<file path="src/hw/ssp_params.svh">
// Constants of the serial programming port: codes, keys, counts, offsets.
// Included by the port logic; holds definitions only.
`ifndef SSP_PARAMS_SVH
`define SSP_PARAMS_SVH

// ==========================================================
// Serial protocol
`define SSP_CODE_BITS      3'd4
`define SSP_INSTR_BITS     5'd24
`define SSP_FIRST_EXTRA    4'd5
`define SSP_FORCED_BITS    5'd9
`define SSP_READ_WAIT      4'd8
`define SSP_READ_BITS      5'd16
`define SSP_KEY_BITS       6'd32
`define SSP_CODE_EXEC      4'h0
`define SSP_CODE_READOUT   4'h1
`define SSP_ENTRY_KEY      32'h4D434851
`define SSP_NOP_INSTR      24'h000000

// ==========================================================
// Timing
`define SSP_CLK_NS         4
`define SSP_P7_NS          1000
`define SSP_P7_CYC         ((`SSP_P7_NS + `SSP_CLK_NS - 1) / `SSP_CLK_NS)

// ==========================================================
// Flash control registers
`define SSP_CTRL_OFS       4'h0
`define SSP_KEY_OFS        4'h4
`define SSP_CTRL_RST       16'h0000
`define SSP_WR_BIT         15
`define SSP_UNLOCK_1       8'h55
`define SSP_UNLOCK_2       8'hAA
`define SSP_OP_BULK        15'h407F
`define SSP_OP_EXEC_ERASE  15'h4072
`define SSP_OP_BOOT_GEN    15'h406E
`define SSP_OP_GEN_CFG     15'h404E
`define SSP_OP_GEN_ONLY    15'h4042
`define SSP_OP_ROW_ERASE   15'h4071
`define SSP_OP_CFG_WRITE   15'h4008
`define SSP_OP_ROW_WRITE   15'h4001

`endif

</file>
<file path="src/hw/ssp_pkg.sv">
// Types shared by the serial programming port.
// No dependencies.
package ssp_pkg;
   typedef enum logic [3:0] {
      ST_IDLE, ST_MASTER_CLEAR_PIN_HI, ST_KEY, ST_KEY_DONE, ST_LOCKOUT, ST_ENTRY_WAIT,
      ST_FORCED, ST_INSTR, ST_EXEC, ST_CODE, ST_RD_WAIT, ST_RD_OUT, ST_RD_HOLD
   } ssp_state_t;

   typedef enum logic [3:0] {
      OP_NONE, OP_BULK, OP_EXEC_ERASE, OP_BOOT_GEN, OP_GEN_CFG,
      OP_GEN_ONLY, OP_ROW_ERASE, OP_CFG_WRITE, OP_ROW_WRITE
   } ssp_flash_op_t;
endpackage

</file>
<file path="src/hw/ssp_sync2.sv">
// Two-stage synchroniser for asynchronous pin levels.
// Assumes a free-running clk and synchronous active-high reset.
`timescale 1ns/100ps
`default_nettype none
module ssp_sync2 #(
   parameter int WIDTH = 1
) (
   input  wire logic             ref_clk,
   input  wire logic             rst,
   input  wire logic [WIDTH-1:0] d,
   output logic      [WIDTH-1:0] q
);
   logic [WIDTH-1:0] meta_ff;
   logic [WIDTH-1:0] q_ff;

   always_ff @(posedge ref_clk)
   begin
      if (rst)
      begin
         meta_ff <= '0;
         q_ff    <= '0;
      end
      else
      begin
         meta_ff <= d;
         q_ff    <= meta_ff;
      end
   end

   assign q = q_ff;
endmodule
`default_nettype wire

</file>
<file path="src/hw/ssp_port.sv">
// Serial programming port: entry key, control-code sequencer, readout
// shifter and flash operation control.
// Assumes pins are asynchronous to ref_clk and the clock pin runs well
// below ref_clk/4 so every edge is seen.
//
// The address-and-strobe port and the register addresses are this design's own decisions.
`timescale 1ns/100ps
`default_nettype none
`include "ssp_params.svh"

module ssp_port #(
   parameter int POST_ENTRY_WAIT_CYC = `SSP_P7_CYC
) (
   input  wire logic                  ref_clk,
   input  wire logic                  rst,
   input  wire logic                  prog_clock_pin,
   input  wire logic                  prog_data_pin_in,
   output logic                       prog_data_pin_out,
   output logic                       prog_data_pin_oe_n,
   input  wire logic                  master_clear_pin,
   input  wire logic [15:0]           visible_output_register,
   output logic                       prog_mode_active,
   output logic                       unused_io_hiz,
   output logic                       cpu_step,
   output logic                       cpu_suspend,
   output logic [23:0]                instr_word,
   output logic                       instr_exec,
   input  wire logic [3:0]            reg_addr,
   input  wire logic [15:0]           reg_wdata,
   input  wire logic                  reg_wr,
   input  wire logic                  reg_rd,
   output logic [15:0]                reg_rdata,
   output logic [15:0]                flash_op_control_reg,
   output ssp_pkg::ssp_flash_op_t     flash_op
);
   // ==========================================================
   // Parameter check
   if (POST_ENTRY_WAIT_CYC < 1 || POST_ENTRY_WAIT_CYC > 65535)
   begin : g_bad_wait
      $error("POST_ENTRY_WAIT_CYC out of range");
   end

   // ==========================================================
   // Pin synchronisation and clock-pin edges
   logic [2:0]          pins_s;
   logic                clk_d_ff;
   logic                clk_s;
   logic                din_s;
   logic                master_clear_pin_s;
   logic                rise;
   logic                fall;

   ssp_sync2 #(.WIDTH(3)) u_sync (
      .ref_clk (ref_clk),
      .rst     (rst),
      .d       ({master_clear_pin, prog_data_pin_in, prog_clock_pin}),
      .q       (pins_s)
   );

   assign clk_s  = pins_s[0];
   assign din_s  = pins_s[1];
   assign master_clear_pin_s = pins_s[2];

   always_ff @(posedge ref_clk)
   begin
      if (rst)
         clk_d_ff <= 1'b0;
      else
         clk_d_ff <= clk_s;
   end

   assign rise = clk_s & ~clk_d_ff;
   assign fall = ~clk_s & clk_d_ff;

   // ==========================================================
   // Sequencer
   ssp_pkg::ssp_state_t st_ff;
   logic [5:0]          cnt_ff;
   logic [15:0]         wait_ff;
   logic [31:0]         key_ff;
   logic [3:0]          code_ff;
   logic [23:0]         sh_ff;
   logic [3:0]          nxt_code;
   logic                mode_ff;

   assign nxt_code = {din_s, code_ff[3:1]};

   always_ff @(posedge ref_clk)
   begin
      if (rst)
      begin
         st_ff   <= ssp_pkg::ST_IDLE;
         cnt_ff  <= 6'h00;
         wait_ff <= 16'h0000;
      end
      else if (mode_ff && !master_clear_pin_s)
      begin
         st_ff  <= ssp_pkg::ST_IDLE;
         cnt_ff <= 6'h00;
      end
      else
      begin
         unique case (st_ff)
            ssp_pkg::ST_IDLE:
               if (master_clear_pin_s)
                  st_ff <= ssp_pkg::ST_MASTER_CLEAR_PIN_HI;
            ssp_pkg::ST_MASTER_CLEAR_PIN_HI:
               if (!master_clear_pin_s)
               begin
                  st_ff  <= ssp_pkg::ST_KEY;
                  cnt_ff <= 6'h00;
               end
            ssp_pkg::ST_KEY:
               if (master_clear_pin_s)
                  st_ff <= ssp_pkg::ST_MASTER_CLEAR_PIN_HI;
               else if (fall)
               begin
                  cnt_ff <= cnt_ff + 6'h01;
                  if (cnt_ff == `SSP_KEY_BITS - 6'h01)
                     st_ff <= ssp_pkg::ST_KEY_DONE;
               end
            ssp_pkg::ST_KEY_DONE:
               if (master_clear_pin_s)
               begin
                  wait_ff <= 16'h0000;
                  if (key_ff == `SSP_ENTRY_KEY)
                     st_ff <= ssp_pkg::ST_ENTRY_WAIT;
                  else
                     st_ff <= ssp_pkg::ST_LOCKOUT;
               end
            ssp_pkg::ST_LOCKOUT:
               if (!master_clear_pin_s)
                  st_ff <= ssp_pkg::ST_IDLE;
            ssp_pkg::ST_ENTRY_WAIT:
            begin
               // Pin activity here is deliberately not looked at
               wait_ff <= wait_ff + 16'h0001;
               if (wait_ff == 16'(POST_ENTRY_WAIT_CYC - 1))
               begin
                  st_ff  <= ssp_pkg::ST_FORCED;
                  cnt_ff <= 6'h00;
               end
            end
            ssp_pkg::ST_FORCED:
               // Forced code plus the extra first-word clocks
               if (fall)
               begin
                  cnt_ff <= cnt_ff + 6'h01;
                  if (cnt_ff[4:0] == `SSP_FORCED_BITS - 5'd1)
                  begin
                     st_ff  <= ssp_pkg::ST_INSTR;
                     cnt_ff <= 6'h00;
                  end
               end
            ssp_pkg::ST_INSTR:
               if (fall)
               begin
                  cnt_ff <= cnt_ff + 6'h01;
                  if (cnt_ff[4:0] == `SSP_INSTR_BITS - 5'd1)
                  begin
                     st_ff  <= ssp_pkg::ST_EXEC;
                     cnt_ff <= 6'h00;
                  end
               end
            ssp_pkg::ST_EXEC, ssp_pkg::ST_CODE:
               if (fall)
               begin
                  cnt_ff <= cnt_ff + 6'h01;
                  if (cnt_ff[2:0] == `SSP_CODE_BITS - 3'd1)
                  begin
                     cnt_ff <= 6'h00;
                     // Reserved codes are dropped; another code follows
                     if (nxt_code == `SSP_CODE_EXEC)
                        st_ff <= ssp_pkg::ST_INSTR;
                     else if (nxt_code == `SSP_CODE_READOUT)
                        st_ff <= ssp_pkg::ST_RD_WAIT;
                     else
                        st_ff <= ssp_pkg::ST_CODE;
                  end
               end
            ssp_pkg::ST_RD_WAIT:
               if (fall)
               begin
                  cnt_ff <= cnt_ff + 6'h01;
                  if (cnt_ff[3:0] == `SSP_READ_WAIT - 4'd1)
                  begin
                     st_ff  <= ssp_pkg::ST_RD_OUT;
                     cnt_ff <= 6'h00;
                  end
               end
            ssp_pkg::ST_RD_OUT:
               if (fall)
               begin
                  cnt_ff <= cnt_ff + 6'h01;
                  if (cnt_ff[4:0] == `SSP_READ_BITS - 5'd1)
                  begin
                     st_ff  <= ssp_pkg::ST_RD_HOLD;
                     cnt_ff <= 6'h00;
                  end
               end
            ssp_pkg::ST_RD_HOLD:
               if (rise)
                  st_ff <= ssp_pkg::ST_CODE;
         endcase
      end
   end

   // Key arrives MSB first, codes and instructions LSB first
   always_ff @(posedge ref_clk)
   begin
      if (rst)
      begin
         key_ff  <= 32'h00000000;
         code_ff <= 4'h0;
      end
      else if (fall)
      begin
         if (st_ff == ssp_pkg::ST_KEY)
            key_ff <= {key_ff[30:0], din_s};
         if (st_ff == ssp_pkg::ST_EXEC || st_ff == ssp_pkg::ST_CODE)
            code_ff <= nxt_code;
      end
   end

   // ==========================================================
   // Instruction and readout shifting
   logic [23:0]         instr_ff;
   logic                exec_ff;
   logic                dout_ff;
   logic                oe_n_ff;

   always_ff @(posedge ref_clk)
   begin
      if (rst)
      begin
         sh_ff    <= 24'h000000;
         instr_ff <= `SSP_NOP_INSTR;
         exec_ff  <= 1'b0;
      end
      else
      begin
         exec_ff <= 1'b0;
         if (st_ff == ssp_pkg::ST_ENTRY_WAIT &&
             wait_ff == 16'(POST_ENTRY_WAIT_CYC - 1))
         begin
            instr_ff <= `SSP_NOP_INSTR;
            exec_ff  <= 1'b1;
         end
         else if (fall && st_ff == ssp_pkg::ST_INSTR)
         begin
            sh_ff <= {din_s, sh_ff[23:1]};
            if (cnt_ff[4:0] == `SSP_INSTR_BITS - 5'd1)
            begin
               instr_ff <= {din_s, sh_ff[23:1]};
               exec_ff  <= 1'b1;
            end
         end
         else if (fall && st_ff == ssp_pkg::ST_RD_WAIT &&
                  cnt_ff[3:0] == `SSP_READ_WAIT - 4'd1)
            sh_ff <= {8'h00, visible_output_register};
         else if (rise && st_ff == ssp_pkg::ST_RD_OUT)
            sh_ff <= {1'b0, sh_ff[23:1]};
      end
   end

   // Pin is turned around only by the readout states
   always_ff @(posedge ref_clk)
   begin
      if (rst)
      begin
         dout_ff <= 1'b0;
         oe_n_ff <= 1'b1;
      end
      else if (mode_ff && !master_clear_pin_s)
         // Leaving the mode mid-readout must not leave the pin driven
         oe_n_ff <= 1'b1;
      else if (rise && st_ff == ssp_pkg::ST_RD_OUT)
      begin
         dout_ff <= sh_ff[0];
         oe_n_ff <= 1'b0;
      end
      else if ((rise && st_ff == ssp_pkg::ST_RD_HOLD) ||
               (st_ff != ssp_pkg::ST_RD_OUT && st_ff != ssp_pkg::ST_RD_HOLD))
         oe_n_ff <= 1'b1;
   end

   // ==========================================================
   // Mode and processor control
   logic                step_ff;
   logic                susp_ff;

   always_ff @(posedge ref_clk)
   begin
      if (rst)
      begin
         mode_ff <= 1'b0;
         step_ff <= 1'b0;
         susp_ff <= 1'b1;
      end
      else
      begin
         mode_ff <= st_ff inside {ssp_pkg::ST_FORCED, ssp_pkg::ST_INSTR,
                                  ssp_pkg::ST_EXEC, ssp_pkg::ST_CODE,
                                  ssp_pkg::ST_RD_WAIT, ssp_pkg::ST_RD_OUT,
                                  ssp_pkg::ST_RD_HOLD, ssp_pkg::ST_ENTRY_WAIT};
         step_ff <= mode_ff && rise;
         susp_ff <= (st_ff != ssp_pkg::ST_EXEC);
      end
   end

   // ==========================================================
   // Flash control and unlock registers
   logic [15:0]            ctrl_ff;
   logic                   half_ff;
   logic                   armed_ff;
   logic [15:0]            rdata_ff;
   ssp_pkg::ssp_flash_op_t op_ff;
   logic                   ctrl_wr;
   logic                   key_wr;

   assign ctrl_wr = reg_wr && reg_addr == `SSP_CTRL_OFS;
   assign key_wr  = reg_wr && reg_addr == `SSP_KEY_OFS;

   function automatic ssp_pkg::ssp_flash_op_t op_decode(input logic [14:0] v);
      unique case (v)
         `SSP_OP_BULK:       op_decode = ssp_pkg::OP_BULK;
         `SSP_OP_EXEC_ERASE: op_decode = ssp_pkg::OP_EXEC_ERASE;
         `SSP_OP_BOOT_GEN:   op_decode = ssp_pkg::OP_BOOT_GEN;
         `SSP_OP_GEN_CFG:    op_decode = ssp_pkg::OP_GEN_CFG;
         `SSP_OP_GEN_ONLY:   op_decode = ssp_pkg::OP_GEN_ONLY;
         `SSP_OP_ROW_ERASE:  op_decode = ssp_pkg::OP_ROW_ERASE;
         `SSP_OP_CFG_WRITE:  op_decode = ssp_pkg::OP_CFG_WRITE;
         `SSP_OP_ROW_WRITE:  op_decode = ssp_pkg::OP_ROW_WRITE;
         default:            op_decode = ssp_pkg::OP_NONE;
      endcase
   endfunction

   // Any key or control register write other than the exact pair breaks the unlock
   always_ff @(posedge ref_clk)
   begin
      if (rst)
      begin
         half_ff  <= 1'b0;
         armed_ff <= 1'b0;
      end
      else if (key_wr)
      begin
         half_ff  <= reg_wdata[7:0] == `SSP_UNLOCK_1;
         armed_ff <= half_ff && reg_wdata[7:0] == `SSP_UNLOCK_2;
      end
      else if (ctrl_wr)
      begin
         half_ff  <= 1'b0;
         armed_ff <= 1'b0;
      end
   end

   always_ff @(posedge ref_clk)
   begin
      if (rst)
      begin
         ctrl_ff <= `SSP_CTRL_RST;
         op_ff   <= ssp_pkg::OP_NONE;
      end
      else if (ctrl_wr)
      begin
         ctrl_ff[14:0] <= reg_wdata[14:0];
         // Clearing ends a cycle at any time; setting needs the key
         if (!reg_wdata[`SSP_WR_BIT] || armed_ff || ctrl_ff[`SSP_WR_BIT])
            ctrl_ff[`SSP_WR_BIT] <= reg_wdata[`SSP_WR_BIT];
         if (reg_wdata[`SSP_WR_BIT] && (armed_ff || ctrl_ff[`SSP_WR_BIT]))
            op_ff <= op_decode(reg_wdata[14:0]);
         else
            op_ff <= ssp_pkg::OP_NONE;
      end
   end

   always_ff @(posedge ref_clk)
   begin
      if (rst)
         rdata_ff <= 16'h0000;
      else if (reg_rd && reg_addr == `SSP_CTRL_OFS)
         rdata_ff <= ctrl_ff;
      else
         rdata_ff <= 16'h0000;
   end

   // ==========================================================
   // Outputs
   assign prog_data_pin_out    = dout_ff;
   assign prog_data_pin_oe_n   = oe_n_ff;
   assign prog_mode_active     = mode_ff;
   assign unused_io_hiz        = mode_ff;
   assign cpu_step             = step_ff;
   assign cpu_suspend          = susp_ff;
   assign instr_word           = instr_ff;
   assign instr_exec           = exec_ff;
   assign reg_rdata            = rdata_ff;
   assign flash_op_control_reg = ctrl_ff;
   assign flash_op             = op_ff;
endmodule
`default_nettype wire

</file>
<file path="config.mk">
export PLATFORM = sky130hd
export DESIGN_NAME = ssp_port
export DESIGN_NICKNAME = d
export VERILOG_FILES = /design/src/hw/ssp_pkg.sv /design/src/hw/ssp_sync2.sv /design/src/hw/ssp_port.sv
export VERILOG_INCLUDE_DIRS = /design/src /design/src/hw
export SDC_FILE = /design/constraint.sdc
export NUM_CORES = 1
export LEC_CHECK = 0
export BUFFER_PORTS_ARGS = -buffer_cell sky130_fd_sc_hd__buf_2
export CORE_MARGIN = 8
export CORE_UTILIZATION = 45
export CTS_CLUSTER_SIZE = 30
export DETAILED_ROUTE_END_ITERATION = 10
export PLACE_DENSITY = 0.66
export SYNTH_ARGS = -nofsm -noshare
export SYNTH_HDL_FRONTEND = slang
export SYNTH_SLANG_ARGS = --single-unit
export TNS_END_PERCENT = 5
</file>
<file path="constraint.sdc">
create_clock -name ref_clk -period 2.8 [get_ports ref_clk]
set_clock_uncertainty 0.15 [all_clocks]
set_input_delay 0.14 -clock ref_clk [delete_from_list [all_inputs] [get_ports ref_clk]]
set_output_delay 0.14 -clock ref_clk [all_outputs]
set_load 0.03 [all_outputs]
</file>
==> results.cfg, run 1 <==
[finish]
fillers = 1334
final_layout_size_suffix_gt1_share_pct = 18.0
diodes = 0
top_register = key_ff
largest_register_ffs = 32
seqCellArea_sq_um = 3200
multi_input_area_sq_um = 3230
syn_to_final_growth_pct = 25.1
nNetsFinal = 990

[clock_network]
clockBufferDepth = 2
post_cts_buffers = 0
cts_made_buffers = 17
h-tree-depth = 4
cts_sinks = 160
clk_pin_slew_ps = 60
post_cts_resized = 0
clk_latency_ps = 420
root_buffer = clkbuf_16
cts_tree = built

[global_routing]
grt_use_total_pct = 16.7
grt_overflow_total = 0
grt_pass1_wl_um = 27400
grt_max_degree = 64
grt_pass1_vias = 5539
antenna_found_initial = 0

[pwr]
p_clk_share_pct = 41.7
internal-power_mw = 4.07
switching_share_pct = 26.2
power_density_nw_per_um2 = 657
combPwrFrac_pct = 14.9
p_leak_nw = 3.30
vdd_drop_max_mv = 0.490
p_seq_share_pct = 43.4
switching_power_mw = 1.45

[die]
die_y_um = 138
start_util_pct = 46.1
core_sq_um = 14500
dieWidth_um = 138
io_pins = 110
rows = 44
die-area_sq_um = 19100

[logic_synthesis]
avgSynthCellArea_sq_um = 8.32
synthCells = 806
synthTopCellsByCount = nand2_1, dfxtp_1, a21oi_1
synth_seq_area_share_pct = 47.8
synth_top_area_share_pct = 47.8
synth-main-ff-cell = dfxtp_1
synth_top_area_cell = dfxtp_1
synth_area_leaders = dfxtp_1, nand2_1, a21oi_1, nor2_1, mux2i_1
async_reset_ff_share_pct = 0
synth-seq-cells = 160
yosysUniqueCellTypes = 65
synth-edff-count = 0
yosysWarnings = 0
synth_fp_nets = 857
syn_area_sq_um = 6710
yosysMostFrequentCell = nand2_1

[placement]
post-dp-hpwl_um = 10800
place_congestion = 0.882
pre_cts_ws_ps = 353
portBuffers = 109

[timing]
finalCriticalPeriod_ps = 2480
setup_tns_ps = 0
finalSetupViolCount = 0
period_share_pct = 88.5
setup_ws_ps = 321
finalHoldViolations = 0
rsz0062_at_grt = no
tightest_slew_ps = 938
fmax_ghz = 0.403
report.final.slew_viol_count = 0
relSlewSlack_pct = 37.5

[worst_setup_path]
start_kind = flip-flop
crit_chain = ha_1, nand3_1, inv_1, ha_1, o32ai_1, nor2_1, or4b_1, a221oi_2, nor3_2
crit_fanout = 6
reg2reg_depth = 9
cpPeakStageDelay_ps = 630
end_kind = flip-flop
cp.arrival_ps = 2630
cp.required_ps = 2950
crit_cells = 9
critical_path_class = flip-flop to flip-flop
cp_slowest_cell = or4b_1
path_buf_inv = 1
critPathMostFrequentCell = ha_1
crit_family = simple AND/OR/NAND/NOR gates

[min_path]
hold-path-cell-count = 4
hp-class = input pin to flip-flop

[detailed_routing]
drc = 0
drt_pass1_iterations = 5
vias = 5930
wl_per_cell_um = 14.1
antenna_left = 0
vias_per_cell = 5.23
wirelength_um = 16000
drt_iter0_drc = 379

[flow_run]
max_cap_viol_count = 0

[status]
outcome = finished clean
## timing repair
| item | 4_1_cts | 5_1_grt |
|---|---|---|
| hold buffers | 43 | 0 |
| endpoints found under the setup margin | 0 | 0 |
| endpoints found under the hold margin | 43 | 0 |
## worst reg2reg max path: cells and delay by family, from the launching register on
family | cells | cell delay [ps]
DFF | 1 | 390
buffers and inverters | 1 | 90
AOI/OAI and AO/OA | 2 | 330
adders and majority gates | 2 | 380
and+or+nand+nor | 4 | 1030
## metal layers
layer,routed length (um),global-route usage (%),up-vias
met5,0,0,-
met4,110,4.63,0
met3,811,4.86,12
met2,7700,27.4,127
met1,7380,20.8,2762
li1,-,-,3029
## kinds of logic after synthesis
family	synth area share (%)
flops	47.8
compound gates	14.5
mux	3.43
xor+xnor	1.83
fa+ha+maj	1.49
buf+inv	4.09
simple gates	26.9
## layout by cell type (no fill, tap or decap), drive strengths merged, types with 18 or more instances in the layout
| cell type | n |
|---|---|
| buf | 125 |
| a21oi | 98 |
| a211oi | 19 |
| clkbuf | 20 |
| and2 | 18 |
| nand2 | 175 |
| dfxtp | 160 |
| o21ai | 19 |
| nor2 | 62 |
| mux2i | 23 |
| dlygate4sd3 | 43 |
| nand3 | 26 |
## final cells by class
type	count	share of cell area (%)
Multi-Input combinational cell	581	38.5
Tap cell	184	2.74
Sequential cell	160	38.2
Clock buffer	20	5.33
Inverter	11	0.492
Clock inverter	10	1.63
Timing Repair Buffer	168	13.1
## path summary, 6_finish.rpt
path / start / slack [ps] / to
max: cnt_ff[0]$_SDFFE_PP0P_ / 320 / st_ff[3]$_SDFFE_PP0P_
min: reg_wr / 20 / half_ff$_SDFFE_PP0P_
max reg2reg: cnt_ff[0]$_SDFFE_PP0P_ / 320 / st_ff[3]$_SDFFE_PP0P_
min reg2reg: u_sync.meta_ff[1]$_SDFF_PP0_ / 290 / u_sync.q[1]$_SDFF_PP0_
## through the flow
step           std cells  power, mW  cell area, sq um  utilization [%]  hold WS (ps)
4_1_cts             1134       5.56              8390             57.7          7.16
6_report            1134       5.51              8390             57.7          24.7
3_5_place_dp        1061       3.21              7370             50.7           202
5_1_grt             1134       5.75              8390             57.7          53.8
2_1_floorplan        806       3.03              6710                -           118
3_3_place_gp        1061       3.21              7370             50.7           199
## power by group through the flow
stage	clock, mW	sequential, mW	combinational [mW]
6_report	2.30	2.39	0.823
5_1_grt	2.45	2.40	0.897
4_1_cts	2.36	2.39	0.814
3_5_place_dp	0	2.44	0.769
3_3_place_gp	0	2.44	0.776
2_1_floorplan	0	2.40	0.630
Note: power is estimated with default switching activity, not from simulation.
==> run 2: changes to the inputs <==
--- a/config.mk
+++ b/config.mk
@@ -7,11 +7,12 @@
 export NUM_CORES = 1
 export LEC_CHECK = 0
 export BUFFER_PORTS_ARGS = -buffer_cell sky130_fd_sc_hd__buf_2
-export CORE_MARGIN = 8
-export CORE_UTILIZATION = 45
+export CORE_MARGIN = 3
+export CORE_UTILIZATION = 55
 export CTS_CLUSTER_SIZE = 30
 export DETAILED_ROUTE_END_ITERATION = 10
-export PLACE_DENSITY = 0.66
+export GPL_TIMING_DRIVEN = 0
+export PLACE_DENSITY = 0.78
 export SYNTH_ARGS = -nofsm -noshare
 export SYNTH_HDL_FRONTEND = slang
 export SYNTH_SLANG_ARGS = --single-unit
==> run 2 against run 1 <==
  * Non-clock buffer count increased by 27
  * Clock power decreased by 7%
  * Sequential share of layout area increased by 0.32 points
  * Sequential power decreased by 2%
  * Fmax increased by 0.78%
  * Final area decreased by 0.82%
  * Critical path depth increased by 1
  * Hold slack improved by 4.5 ps
  * Core utilization increased by 14 points
  * Largest cell class unchanged
==> results.cfg, run 2 (synthesis results as in run 1) <==
[worst_setup_path]
cp.arrival_ps = 2590
rrSetupSlack_ps = 340
cp.required_ps = 2930
start_kind = flip-flop
end_kind = flip-flop
crit_fanout = 6
critical_path_class = flip-flop to flip-flop

[timing]
fmax_ghz = 0.406
relSlewSlack_pct = 62.6
finalHoldViolations = 0
rsz0062_at_grt = no
period_share_pct = 87.9
setup_tns_ps = 0
finalCriticalPeriod_ps = 2460
tightest_slew_ps = 560
report.final.slew_viol_count = 0
finalSetupViolCount = 0
holdWs_ps = 29.2

[finish]
top_register = key_ff
diodes = 0
layout_commonest_cell = nand2_1
syn_to_final_growth_pct = 24.1
fillers = 911
largest_register_ffs = 32
layout_common_cells = nand2_1, dfxtp_1, buf_2
layoutNonFillerInstCount = 1122
nNetsFinal = 1017
final_layout_size_suffix_gt1_share_pct = 17.6

[clock_network]
clk_pin_slew_ps = 60
clk_latency_ps = 410
clockBufferDepth = 2
post_cts_buffers = 0
cts_sinks = 160
cts_made_buffers = 17
h-tree-depth = 4
root_buffer = clkbuf_16
post_cts_resized = 0
cts_tree = built

[die]
rows = 39
die_y_um = 116
die-area_sq_um = 13600
io_pins = 110
start_util_pct = 57.5
core_sq_um = 11700
dieWidth_um = 116

[detailed_routing]
drt_iter0_drc = 401
wl_per_cell_um = 14.0
drt_pass1_iterations = 5
drc = 0
wirelength_um = 15700
vias_per_cell = 5.43
antenna_left = 0
vias = 6090

[placement]
dpl.cell_count = 1054
place_congestion = 0.895
portBuffers = 105
post-dp-hpwl_um = 10700

[pwr]
combPwrFrac_pct = 16.6
p_seq_share_pct = 43.6
power_density_nw_per_um2 = 645
p_clk_share_pct = 39.8
vdd_drop_max_mv = 0.612
switching_share_pct = 26.8
internal-power_mw = 3.93
p_leak_nw = 3.29
switching_power_mw = 1.44

[global_routing]
grt_use_total_pct = 23.3
grt_pass1_vias = 5420
antenna_found_initial = 0
grt_pass1_wl_um = 25400
grt_max_degree = 17
grt_overflow_total = 0

[status]
outcome = finished clean

[flow_run]
max_cap_viol_count = 0

[min_path]
hp-class = input pin to flip-flop
-- run 2: area by class of cell --
type / count / area [sq um] / share of cell area (%)
inverter: 11 / 41.3 / 0.496
timing repair buffer: 141 / 886 / 10.6
multi-input combinational: 581 / 3230 / 38.8
tap: 143 / 179 / 2.15
buffer: 54 / 233 / 2.80
clock buffer: 21 / 460 / 5.53
clock inverter: 11 / 88.8 / 1.07
sequential: 160 / 3200 / 38.5
-- run 2: critical path, stage by stage (launching register included) --
cell and delay, ps:
dfxtp_1 390, ha_1 230, nand3_1 170, inv_1 90
ha_1 150, o32ai_1 80, nor2_1 170, or4b_1 440
buf_2 190, a221oi_2 210, nor3_2 60
-- run 2: timing repair --
| action | in CTS | in global routing |
|---|---|---|
| endpoints found under the hold margin | 37 | 0 |
| hold buffers | 36 | 0 |
| endpoints found under the setup margin | 0 | 0 |
-- run 2: stage by stage --
step	utilization (%)	setup slack [ps]	instance area, sq um	power, mW
2_1_floorplan	-	605	6710	3.03
3_3_place_gp	63.5	360	7410	3.22
3_5_place_dp	63.5	361	7410	3.22
4_1_cts	71.3	344	8320	5.38
5_1_grt	71.3	119	8320	5.58
6_report	71.3	340	8320	5.37
-- run 2: routing by layer --
layer | up-vias | GRT usage [%] | routed length [um]
li1 | 3092 | - | -
met1 | 2795 | 30.9 | 7160
met2 | 176 | 37.6 | 7380
met3 | 27 | 5.08 | 852
met4 | 0 | 8.12 | 312
met5 | - | 0 | 0
-- run 2: worst paths after layout --
check,depth (start not counted),from,to
hold / removal,4,reg_wr,half_ff$_SDFFE_PP0P_
hold reg to reg,1,u_sync.meta_ff[0]$_SDFF_PP0_,u_sync.q[0]$_SDFF_PP0_
setup reg to reg,10,cnt_ff[0]$_SDFFE_PP0P_,st_ff[3]$_SDFFE_PP0P_
setup / recovery,10,cnt_ff[0]$_SDFFE_PP0P_,st_ff[3]$_SDFFE_PP0P_
-- run 2: power groups by stage --
stage	Clock, mW	Combinational, mW	Sequential [mW]
final	2.13	0.894	2.34
after global routing	2.26	0.977	2.34
after CTS	2.16	0.881	2.34
after detailed placement	0	0.833	2.39
after global placement	0	0.830	2.39
after floorplan	0	0.630	2.40
==> run 3: changes to the inputs <==
--- a/config.mk
+++ b/config.mk
@@ -9,6 +9,7 @@
 export BUFFER_PORTS_ARGS = -buffer_cell sky130_fd_sc_hd__buf_2
 export CORE_MARGIN = 3
 export CORE_UTILIZATION = 55
+export CTS_BUF_LIST = sky130_fd_sc_hd__clkbuf_8 sky130_fd_sc_hd__clkbuf_16
 export CTS_CLUSTER_SIZE = 30
 export DETAILED_ROUTE_END_ITERATION = 10
 export GPL_TIMING_DRIVEN = 0
==> run 3 against run 2 <==
  * Global-route usage did not move
  * Count of clock-buffer cells in the layout fell by 2
  * Fmax barely moved
  * Total power fell by 0.13%
  * First-iteration DRC count fell by 0.25%
  * Non-clock buffer count did not move
  * Register-to-register slack barely moved
  * Critical path type unchanged
  * Critical endpoint unchanged
==> results.cfg, run 3 (synthesis results as in run 1) <==
[status]
outcome = finished clean

[detailed_routing]
antenna_left = 0
wl_per_cell_um = 14.0
vias_per_cell = 5.44
drt_iter0_drc = 400
wirelength_um = 15700
vias = 6108
drc = 0
drt_pass1_iterations = 5

[flow_run]
max_cap_viol_count = 0

[worst_setup_path]
crit_fanout = 6
end_kind = flip-flop
start_kind = flip-flop
cp.arrival_ps = 2590
critical_path_class = flip-flop to flip-flop
cp.required_ps = 2930

[timing]
report.final.slew_viol_count = 0
setup_ws_ps = 340
finalSetupViolCount = 0
setup_tns_ps = 0
relSlewSlack_pct = 62.6
fmax_ghz = 0.407
rsz0062_at_grt = no
period_share_pct = 87.9
finalCriticalPeriod_ps = 2460
tightest_slew_ps = 560
finalHoldViolations = 0

[placement]
portBuffers = 105
pre_cts_ws_ps = 361
post-dp-hpwl_um = 10700
place_congestion = 0.895

[global_routing]
grt_pass1_wl_um = 25400
antenna_found_initial = 0
grt_use_total_pct = 23.3
grt_overflow_total = 0
grt_max_degree = 17
grt_pass1_vias = 5420

[clock_network]
cts_sinks = 160
cts_tree = built
post_cts_resized = 0
root_buffer = clkbuf_16
clk_latency_ps = 410
h-tree-depth = 4
clk_pin_slew_ps = 60
cts_made_buffers = 17
clockBufferDepth = 2

[die]
core_sq_um = 11700
start_util_pct = 57.5
die-area_sq_um = 13600
rows = 39
dieWidth_um = 116
io_pins = 110
die_y_um = 116

[pwr]
p_leak_nw = 3.30
power_density_nw_per_um2 = 644
vdd_drop_max_mv = 0.601

[finish]
fillers = 911
syn_to_final_growth_pct = 24.1
final_layout_size_suffix_gt1_share_pct = 17.6
layout_commonest_cell = nand2_1
nNetsFinal = 1017
multi_input_area_sq_um = 3230
largest_register_ffs = 32
seqCellArea_sq_um = 3200
diodes = 0
top_register = key_ff
layout_common_cells = nand2_1, dfxtp_1, buf_2

[min_path]
hp-class = input pin to flip-flop
==> run 3: what timing repair did <==
action,CTS,global route
setup buffers,0,0
hold buffers,36,0
hold endpoints to repair,37,0
==> run 3: worst max-delay path, cell delays in order (launching register included) <==
cell and delay (ps):
dfxtp_1 390, ha_1 230, nand3_1 170, inv_1 90
ha_1 150, o32ai_1 80, nor2_1 170, or4b_1 440
buf_2 190, a221oi_2 210, nor3_2 60
==> run 3: cell type report <==
cell class | count | area share [%]
plain buffers | 54 | 2.80
clock buffers | 19 | 5.44
clock inverters | 13 | 1.16
inverters | 11 | 0.496
multi-input cells | 581 | 38.8
flip-flops and latches | 160 | 38.5
well taps | 143 | 2.15
repair buffers | 141 | 10.6
==> run 3: path summary, 6_finish.rpt <==
path | slack (ps) | from | to | cells past startpoint
max | 340 | cnt_ff[0]$_SDFFE_PP0P_ | st_ff[3]$_SDFFE_PP0P_ | 10
min | 30 | reg_wr | half_ff$_SDFFE_PP0P_ | 4
max reg2reg | 340 | cnt_ff[0]$_SDFFE_PP0P_ | st_ff[3]$_SDFFE_PP0P_ | 10
min reg2reg | 290 | u_sync.meta_ff[0]$_SDFF_PP0_ | u_sync.q[0]$_SDFF_PP0_ | 1
==> run 3: metrics by stage <==
stage | utilization, % | hold slack, ps | power, mW | cells | instance area [sq um]
floorplan | - | 118 | 3.03 | 806 | 6710
global placement | 63.5 | 218 | 3.22 | 1054 | 7410
detailed placement | 63.5 | 225 | 3.22 | 1054 | 7410
CTS | 71.3 | 14.0 | 5.38 | 1122 | 8320
global route | 71.3 | 56.8 | 5.58 | 1122 | 8320
finish | 71.3 | 29.3 | 5.36 | 1122 | 8320
==> run 3: where the power goes <==
part | switching, mW | total [mW] | internal, mW
Clock | 0.875 | 2.13 | 1.25
Sequential | 0.0256 | 2.34 | 2.31
Combinational | 0.541 | 0.894 | 0.353
==> run 3: routing by layer <==
metal	global-route usage, %	wire [um]	share of wire (%)
met5	0	0	0
met4	8.12	304	1.9
met3	5.08	872	5.5
met2	37.6	7380	47
met1	30.9	7160	46
